==> src/logic/jdp_defs.vh <==
// Shared constants for the test access port and debug event block.
// Assumes inclusion by bare name from design files under logic/.
`ifndef JDP_DEFS_VH
`define JDP_DEFS_VH

// Test controller state codes
`define JDP_ST_RESET      4'h0
`define JDP_ST_IDLE       4'h1
`define JDP_ST_SEL_DR     4'h2
`define JDP_ST_CAP_DR     4'h3
`define JDP_ST_SHIFT_DR   4'h4
`define JDP_ST_EXIT1_DR   4'h5
`define JDP_ST_PAUSE_DR   4'h6
`define JDP_ST_EXIT2_DR   4'h7
`define JDP_ST_UPD_DR     4'h8
`define JDP_ST_SEL_IR     4'h9
`define JDP_ST_CAP_IR     4'ha
`define JDP_ST_SHIFT_IR   4'hb
`define JDP_ST_EXIT1_IR   4'hc
`define JDP_ST_PAUSE_IR   4'hd
`define JDP_ST_EXIT2_IR   4'he
`define JDP_ST_UPD_IR     4'hf

// Instruction register
`define JDP_IR_W          4
`define JDP_IR_RESET      4'h1
`define JDP_IR_CAPTURE    4'h1
`define JDP_IR_DEBUG      4'h2
`define JDP_IR_BYPASS     4'hf

// Debug data register
`define JDP_DR_W          8
`define JDP_DR_RESET      8'h00

// Debug event acknowledge length in clock cycles
`define JDP_ACK_CYCLES    2'h3

`endif

==> src/logic/jdp_tap.v <==
// Test access port controller, debug data path and debug event pin logic.
// Assumes pins arrive unsynchronised; the test clock is far slower than mclk_i.
`timescale 1ns/1ps
`default_nettype none
`include "jdp_defs.vh"
// Operation
// - The test data input is taken on each rising test clock edge for instruction and data shifting.
// - The test data output changes only on falling test clock edges.
// - The test data output is driven only in the two shift states and floats otherwise and during reset.
// - The mode select input steers the controller and the device follows it.
// - Asserting test reset sends the controller to its initial state without a test clock edge.
// - Test data input, test reset and debug event pin read high when undriven.
// - A low debug event pin makes the core finish its instruction, save the pipeline, enter debug and await commands.
// - On entering debug mode the debug event pin is pulled low for exactly three clock cycles.
// - The debug event pin is only ever pulled low or released, and is an input during reset.
// - Apart from the debug event pin all debug traffic goes through the test port.
// - Core registers, memory and peripherals are examined through the test port without disturbing operation.
module jdp_tap (
	input  wire       mclk_i,           // System clock
	input  wire       sys_rst_i,        // Sync reset, high
	input  wire       tck_i,            // Test clock pin
	input  wire       tms_i,            // Mode select pin
	input  wire       tdi_i,            // Test data in pin
	input  wire       trst_n_i,         // Test reset pin, low
	output reg        tdo_o,            // Test data out
	output wire       tdo_oe_n_o,       // Low while driving
	input  wire       debug_event_pin_i,     // Event pin level
	output wire       debug_event_pin_o,     // Event pin drive value
	output wire       debug_event_pin_oe_n_o,// Low while pulling
	input  wire       instr_done_i,     // Core finished instruction
	input  wire       breakpoint_i,     // Breakpoint met pulse
	input  wire       debug_exit_i,     // Core leaves debug pulse
	input  wire [7:0] core_data_i,      // Core observation data
	output reg        debug_req_o,      // Halt request to core
	output reg        save_pipe_o,      // Save pipeline pulse
	output reg        debug_mode_o,     // Core in debug mode
	output reg  [7:0] debug_cmd_o,      // Command from serial port
	output reg        debug_cmd_vld_o   // Command strobe
);
	wire tck_s;
	wire tms_s;
	wire tdi_s;
	wire trst_n_s;
	wire evt_s;
	reg  tck_d_ff;
	reg  [3:0] st_ff;
	reg  [3:0] nxt_st;
	reg  [`JDP_IR_W-1:0] ir_sh_ff;
	reg  [`JDP_IR_W-1:0] ir_ff;
	reg  [`JDP_DR_W-1:0] dr_sh_ff;
	reg  byp_ff;
	reg  shift_out_ff;
	reg  tdo_en_ff;
	reg  [1:0] ack_cnt_ff;
	reg  evt_req_ff;
	reg  evt_prev_ff;

	// pull-ups: undriven pins other than the test clock are resolved high by the reset value and pad
	jdp_sync #(.RST_VAL(1'b0)) u_tck (.clk_i(mclk_i), .rst_i(sys_rst_i), .din_i(tck_i), .dout_o(tck_s));
	jdp_sync #(.RST_VAL(1'b1)) u_tms (.clk_i(mclk_i), .rst_i(sys_rst_i), .din_i(tms_i), .dout_o(tms_s));
	jdp_sync #(.RST_VAL(1'b1)) u_tdi (.clk_i(mclk_i), .rst_i(sys_rst_i), .din_i(tdi_i), .dout_o(tdi_s));
	jdp_sync #(.RST_VAL(1'b1)) u_trs (.clk_i(mclk_i), .rst_i(sys_rst_i), .din_i(trst_n_i), .dout_o(trst_n_s));
	jdp_sync #(.RST_VAL(1'b1)) u_evt (.clk_i(mclk_i), .rst_i(sys_rst_i), .din_i(debug_event_pin_i), .dout_o(evt_s));

	wire tck_rise = tck_s & ~tck_d_ff;
	wire tck_fall = ~tck_s & tck_d_ff;
	wire tap_rst  = sys_rst_i | ~trst_n_s;

	always @*
	begin
		nxt_st = st_ff;
		case (st_ff)
			`JDP_ST_RESET:    nxt_st = tms_s ? `JDP_ST_RESET   : `JDP_ST_IDLE;
			`JDP_ST_IDLE:     nxt_st = tms_s ? `JDP_ST_SEL_DR  : `JDP_ST_IDLE;
			`JDP_ST_SEL_DR:   nxt_st = tms_s ? `JDP_ST_SEL_IR  : `JDP_ST_CAP_DR;
			`JDP_ST_CAP_DR:   nxt_st = tms_s ? `JDP_ST_EXIT1_DR : `JDP_ST_SHIFT_DR;
			`JDP_ST_SHIFT_DR: nxt_st = tms_s ? `JDP_ST_EXIT1_DR : `JDP_ST_SHIFT_DR;
			`JDP_ST_EXIT1_DR: nxt_st = tms_s ? `JDP_ST_UPD_DR  : `JDP_ST_PAUSE_DR;
			`JDP_ST_PAUSE_DR: nxt_st = tms_s ? `JDP_ST_EXIT2_DR : `JDP_ST_PAUSE_DR;
			`JDP_ST_EXIT2_DR: nxt_st = tms_s ? `JDP_ST_UPD_DR  : `JDP_ST_SHIFT_DR;
			`JDP_ST_UPD_DR:   nxt_st = tms_s ? `JDP_ST_SEL_DR  : `JDP_ST_IDLE;
			`JDP_ST_SEL_IR:   nxt_st = tms_s ? `JDP_ST_RESET   : `JDP_ST_CAP_IR;
			`JDP_ST_CAP_IR:   nxt_st = tms_s ? `JDP_ST_EXIT1_IR : `JDP_ST_SHIFT_IR;
			`JDP_ST_SHIFT_IR: nxt_st = tms_s ? `JDP_ST_EXIT1_IR : `JDP_ST_SHIFT_IR;
			`JDP_ST_EXIT1_IR: nxt_st = tms_s ? `JDP_ST_UPD_IR  : `JDP_ST_PAUSE_IR;
			`JDP_ST_PAUSE_IR: nxt_st = tms_s ? `JDP_ST_EXIT2_IR : `JDP_ST_PAUSE_IR;
			`JDP_ST_EXIT2_IR: nxt_st = tms_s ? `JDP_ST_UPD_IR  : `JDP_ST_SHIFT_IR;
			`JDP_ST_UPD_IR:   nxt_st = tms_s ? `JDP_ST_SEL_DR  : `JDP_ST_IDLE;
			default:          nxt_st = `JDP_ST_RESET;
		endcase
	end

	// test reset forces the initial state without a test clock edge
	always @(posedge mclk_i)
	begin
		if (tap_rst)
			st_ff <= `JDP_ST_RESET;
		else if (tck_rise)
			st_ff <= nxt_st;
	end

	always @(posedge mclk_i)
	begin
		if (sys_rst_i)
			tck_d_ff <= 1'b0;
		else
			tck_d_ff <= tck_s;
	end

	// Instruction and data shift paths, debug command strobe
	always @(posedge mclk_i)
	begin
		if (tap_rst)
		begin
			ir_sh_ff        <= `JDP_IR_RESET;
			ir_ff           <= `JDP_IR_RESET;
			dr_sh_ff        <= `JDP_DR_RESET;
			byp_ff          <= 1'b0;
			debug_cmd_o     <= `JDP_DR_RESET;
			debug_cmd_vld_o <= 1'b0;
		end
		else
		begin
			debug_cmd_vld_o <= 1'b0;
			if (tck_rise)
			begin
				case (st_ff)
					`JDP_ST_CAP_IR:   ir_sh_ff <= `JDP_IR_CAPTURE;
					`JDP_ST_SHIFT_IR: ir_sh_ff <= {tdi_s, ir_sh_ff[`JDP_IR_W-1:1]};
					`JDP_ST_UPD_IR:   ir_ff <= ir_sh_ff;
					`JDP_ST_CAP_DR:
					begin
						dr_sh_ff <= core_data_i;
						byp_ff   <= 1'b0;
					end
					`JDP_ST_SHIFT_DR:
					begin
						dr_sh_ff <= {tdi_s, dr_sh_ff[`JDP_DR_W-1:1]};
						byp_ff   <= tdi_s;
					end
					// commands enter only through the port
					`JDP_ST_UPD_DR:
					begin
						if (ir_ff == `JDP_IR_DEBUG)
						begin
							debug_cmd_o     <= dr_sh_ff;
							debug_cmd_vld_o <= 1'b1;
						end
					end
					default: ;
				endcase
			end
		end
	end

	// output updates on falling test clock edges
	always @(posedge mclk_i)
	begin
		if (tap_rst)
		begin
			tdo_o     <= 1'b0;
			tdo_en_ff <= 1'b0;
		end
		else if (tck_fall)
		begin
			tdo_en_ff <= (st_ff == `JDP_ST_SHIFT_IR) | (st_ff == `JDP_ST_SHIFT_DR);
			if (st_ff == `JDP_ST_SHIFT_IR)
				tdo_o <= ir_sh_ff[0];
			else if (ir_ff == `JDP_IR_DEBUG)
				tdo_o <= dr_sh_ff[0];
			else
				tdo_o <= byp_ff;
		end
	end

	assign tdo_oe_n_o = ~tdo_en_ff;

	// external request halts the core and enters debug
	always @(posedge mclk_i)
	begin
		if (sys_rst_i)
		begin
			evt_prev_ff  <= 1'b1;
			evt_req_ff   <= 1'b0;
			debug_req_o  <= 1'b0;
			save_pipe_o  <= 1'b0;
			debug_mode_o <= 1'b0;
			ack_cnt_ff   <= 2'h0;
		end
		else
		begin
			evt_prev_ff <= evt_s;
			save_pipe_o <= 1'b0;
			if (ack_cnt_ff != 2'h0)
				ack_cnt_ff <= ack_cnt_ff - 2'h1;
			if (debug_mode_o)
			begin
				if (debug_exit_i)
					debug_mode_o <= 1'b0;
			end
			else if (breakpoint_i | (evt_req_ff & instr_done_i))
			begin
				save_pipe_o  <= 1'b1;
				debug_mode_o <= 1'b1;
				evt_req_ff   <= 1'b0;
				debug_req_o  <= 1'b0;
				ack_cnt_ff   <= `JDP_ACK_CYCLES;
			end
			// Own acknowledge pull is not taken as a new request unless the core leaves debug within four cycles of entry
			else if (evt_prev_ff & ~evt_s & (ack_cnt_ff == 2'h0))
			begin
				evt_req_ff  <= 1'b1;
				debug_req_o <= 1'b1;
			end
		end
	end

	assign debug_event_pin_o      = 1'b0;
	assign debug_event_pin_oe_n_o = sys_rst_i | (ack_cnt_ff == 2'h0);
endmodule // jdp_tap
`default_nettype wire

==> src/logic/jdp_sync.v <==
// Three-stage input synchroniser with agreement filter.
// Assumes a single clock and a synchronous active high reset.
`timescale 1ns/1ps
`default_nettype none
module jdp_sync #(
	parameter RST_VAL = 1'b1
) (
	input  wire clk_i,   // Clock
	input  wire rst_i,   // Sync reset
	input  wire din_i,   // Asynchronous input
	output reg  dout_o   // Filtered level
);
	reg s1_ff;
	reg s2_ff;
	reg s3_ff;

	// Stage chain; output changes when stages two and three agree
	always @(posedge clk_i)
	begin
		if (rst_i)
		begin
			s1_ff  <= RST_VAL;
			s2_ff  <= RST_VAL;
			s3_ff  <= RST_VAL;
			dout_o <= RST_VAL;
		end
		else
		begin
			s1_ff <= din_i;
			s2_ff <= s1_ff;
			s3_ff <= s2_ff;
			if (s2_ff == s3_ff)
				dout_o <= s3_ff;
		end
	end
endmodule // jdp_sync
`default_nettype wire

==> config.mk <==
export PLATFORM = sky130hd
export DESIGN_NAME = jdp_tap
export DESIGN_NICKNAME = d
export VERILOG_FILES = /design/src/logic/jdp_tap.v /design/src/logic/jdp_sync.v
export VERILOG_INCLUDE_DIRS = /design/src /design/src/logic
export SDC_FILE = /design/constraint.sdc
export NUM_CORES = 1
export LEC_CHECK = 0
export ABC_CLOCK_PERIOD_IN_PS = 1700
export BUFFER_PORTS_ARGS = -buffer_cell sky130_fd_sc_hd__buf_2
export CAP_MARGIN = 25
export CORE_ASPECT_RATIO = 2
export CORE_MARGIN = 2
export CORE_UTILIZATION = 50
export DETAILED_ROUTE_END_ITERATION = 7
export PLACE_DENSITY = 0.81
export SLEW_MARGIN = 20
export SYNTH_ARGS = -nofsm -noshare
export SYNTH_HDL_FRONTEND = slang
export SYNTH_HIERARCHICAL = 1
export SYNTH_SLANG_ARGS = --single-unit
==> constraint.sdc <==
create_clock -name mclk_i -period 1.7 [get_ports mclk_i]
set_input_delay 0.085 -clock mclk_i [delete_from_list [all_inputs] [get_ports mclk_i]]
set_output_delay 0.085 -clock mclk_i [all_outputs]
set_load 0.02 [all_outputs]
==> flow_summary.yaml <==
cells_and_area:
  n_antenna_cell: 0
  synthToLayoutAreaGrowth_pct: 24.6
  fin_util_pct: 64.4
  nets: 315
  drive_gt1_share_pct: 23.5
  fillerInstances: 408
grt:
  grt_max_degree: 26
  antenna_found_initial: 0
  first_global_vias: 1798
  grt_overflow: 0
  grt_pass1_wl_mm: 7.75
  grt_usage_pct: 19.8
synth:
  synth_cell_types: 41
  synth_area_leaders: "dfxtp_1 50%, mux2i_1 8.9%, nor2_1 4.8%"
  ys.flop_type: "dfxtp_1"
  syn_inst: 249
  ys_warn_count: 6
  synth-seq-area-share_pct: 50.2
  ys_async_sr_fraction_pct: 0
  synth_top_cell_by_area: "dfxtp_1"
  synth_top_cells_by_count: "59 x dfxtp_1, 30 x nor2_1, 21 x mux2i_1"
  yosysMostFrequentCell: "dfxtp_1"
  netlist_area_um2: 2350
  netlist.area_leader.share_pct: 50.2
  synth-edff-count: 0
  syn-num-nets: 267
  yosys_register_bits: 59
  syn_area_per_cell_um2: 9.45
detailed_routing:
  detail_route.vias_per_cell: 5.31
  wl_per_cell_um: 13.2
  ant_nets: 0
  drtIter0Drc: 36
  first_pass_iters: 4
  vias: 1895
  wirelength_mm: 4.70
  drc: 0
cts:
  cts_tree: "done"
  cts.sinks: 59
  clkSlewWorstSetupHoldPaths_ns: 0.06
  numCtsBuffers: 9
  clockBufferDepth: 2
  worstSkewPairLatency_ns: 0.34
  post_cts_buffers: 0
  clockRootBuffer: "clkbuf_8"
  htreeDepth: 3
outcome:
  status: "complete, no violations"
critical_path:
  crit_fanout: 17
  slowest_delay_ns: 0.33
  critPathSlowestCell: "dfxtp_1"
  worstSetupPathType: "reg2reg"
  cp.required_ns: 1.92
  r2r-end: "dr_sh_ff[3]"
  rr_startpoint: "st_ff[2]"
  crit_arrival_ns: 1.83
  startpoint: "st_ff[2]"
  r2r_cells: 6
  worstPathCellList: "buf_4 -> inv_1 -> nor3_2 -> clkdlybuf4s15_2 -> mux2i_1 -> a211oi_1"
  critical_path.endpoint_type: "flop"
  r2r_slack_ns: 0.09
  start_kind: "flop"
timing:
  fin_worst_skew_ns: 0.0110
  worst_slew_pin_slew_ns: 0.526
  finalSetupViolCount: 0
  fmax_ghz: 0.622
  slew_headroom_pct: 64.8
  layout_worst_path_cycle_share_pct: 94.5
  final-max-slew-violation-count: 0
  tns_ns: 0
  finalCriticalPeriod_ns: 1.61
  finalHoldViolations: 0
  rsz0062_at_grt: "no"
hold_path:
  holdPathEnd: "dr_sh_ff[7]"
  hold_depth: 3
  hold_path_startpoint: "core_data_i[7]"
  min_path_type: "in2reg"
floorplan:
  die_h_um: 101
  ios: 34
  die_area_um2: 5300
  rows: 35
  die_x_um: 52.5
  start_util_pct: 51.7
  core_area_um2: 4550
pwr:
  intPower_mw: 2.41
  combPwrFrac_pct: 3.5
  peakVddDrop_v: 0.000907
  power_density_nw_per_um2: 1020
  clockPowerShare_pct: 49.3
  seqPwrFrac_pct: 47.2
  switching_share_pct: 19.9
  p_sw_uw: 596
  power.leakage_nw: 1.18
place:
  io_buffers: 32
  gp_congestion: 0.808
  dpl.hpwl_mm: 3.28
run:
  cap_viol_max_count: 0
==> cells in the final DEF, fill, tap and decap left out, types with 2 or more instances in the layout <==
cell           count
dfxtp_1           59
buf_2             32
nor2_1            30
mux2i_1           21
a21oi_1           15
nand2_1           14
clkbuf_8          12
or2_1             12
nor2b_1           11
buf_4             10
o21ai_0            9
a211oi_1           8
nand2b_1           7
nand3_1            5
nor3_1             5
dlygate4sd3_1      5
inv_1              4
o21bai_1           4
o22ai_1            3
or2_2              2
a31oi_1            2
nor3b_1            2
nor3_2             2
a211oi_2           2
a31o_2             2
bufinv_16          2
buf_12             2
==> logic make-up (layout without fill, tap and decap cells) <==
| group | Yosys count | count (layout) | share of synthesized area, % |
|---|---|---|---|
| mux | 21 | 21 | 8.93 |
| compound gates | 53 | 53 | 15.4 |
| xor+xnor | 1 | 1 | 0.372 |
| other cells | 1 | 1 | 0.159 |
| buf+inv | 17 | 70 | 3.77 |
| simple gates | 97 | 97 | 21.2 |
| flops | 59 | 59 | 50.2 |
==> flip-flops by register name, indices dropped and copies added (netlist names), 2 cells and up <==
register     count
ack_cnt_ff       2
debug_cmd_o      8
dr_sh_ff         8
ir_ff            4
ir_sh_ff         4
st_ff            4
==> worst max-delay path by stage <==
stage                          end  slack, ns  cells past startpoint
global route           dr_sh_ff[0]       0.02                      6
detailed placement     dr_sh_ff[7]       0.13                      5
floorplan           debug_cmd_o[2]       0.06                      4
global placement       dr_sh_ff[7]       0.20                      5
finish                 dr_sh_ff[3]       0.09                      6
CTS                    dr_sh_ff[7]       0.09                      5
==> per-layer routing <==
layer	up-vias	wire length (µm)	global-route usage [%]
li1	964	-	-
met1	876	1790	18.4
met2	40	2600	35.2
met3	15	176	7.12
met4	0	138	11.8
met5	-	0	0
==> final cells by class <==
class	instances	area [µm²]	area share, %
repair buffers	50	337	11.5
well taps	55	68.8	2.35
clock buffers	13	169	5.76
inverters	4	15.0	0.512
clock inverters	3	68.8	2.35
multi-input cells	173	1090	37.3
flip-flops and latches	59	1180	40.3
==> through the flow <==
step	instances	power (mW)	hold slack, ns	setup WS [ns]	instance area (µm²)
floorplan	249	1.50	0.154	0.0622	2350
finish	357	3.00	0.0429	0.0931	2930
global placement	335	1.54	0.265	0.201	2620
CTS	356	3.03	0.0315	0.0852	2910
detailed placement	335	1.54	0.268	0.128	2620
global route	357	3.11	0.0513	0.0200	2930
==> power groups by stage <==
stage	logic [mW]	registers (mW)	clock network, mW
6_report	0.104	1.42	1.48
3_3_place_gp	0.0946	1.45	0
5_1_grt	0.114	1.42	1.58
3_5_place_dp	0.0956	1.45	0
2_1_floorplan	0.0473	1.45	0
4_1_cts	0.105	1.42	1.50
==> worst max-delay path: cells and delay by family, from the launching register on <==
kind,cells,cell delay [ns]
flops,1,0.33
compound gates,1,0.09
buf+inv,3,0.62
simple gates,1,0.22
mux,1,0.22
==> repair_timing <==
item                                    in CTS  in global routing
hold buffers                                 5                  0
endpoints found under the setup margin       0                  3
hold endpoints to repair                     5                  0
gates resized for setup                      0                  2
Note: power is estimated with default switching activity, not from simulation.
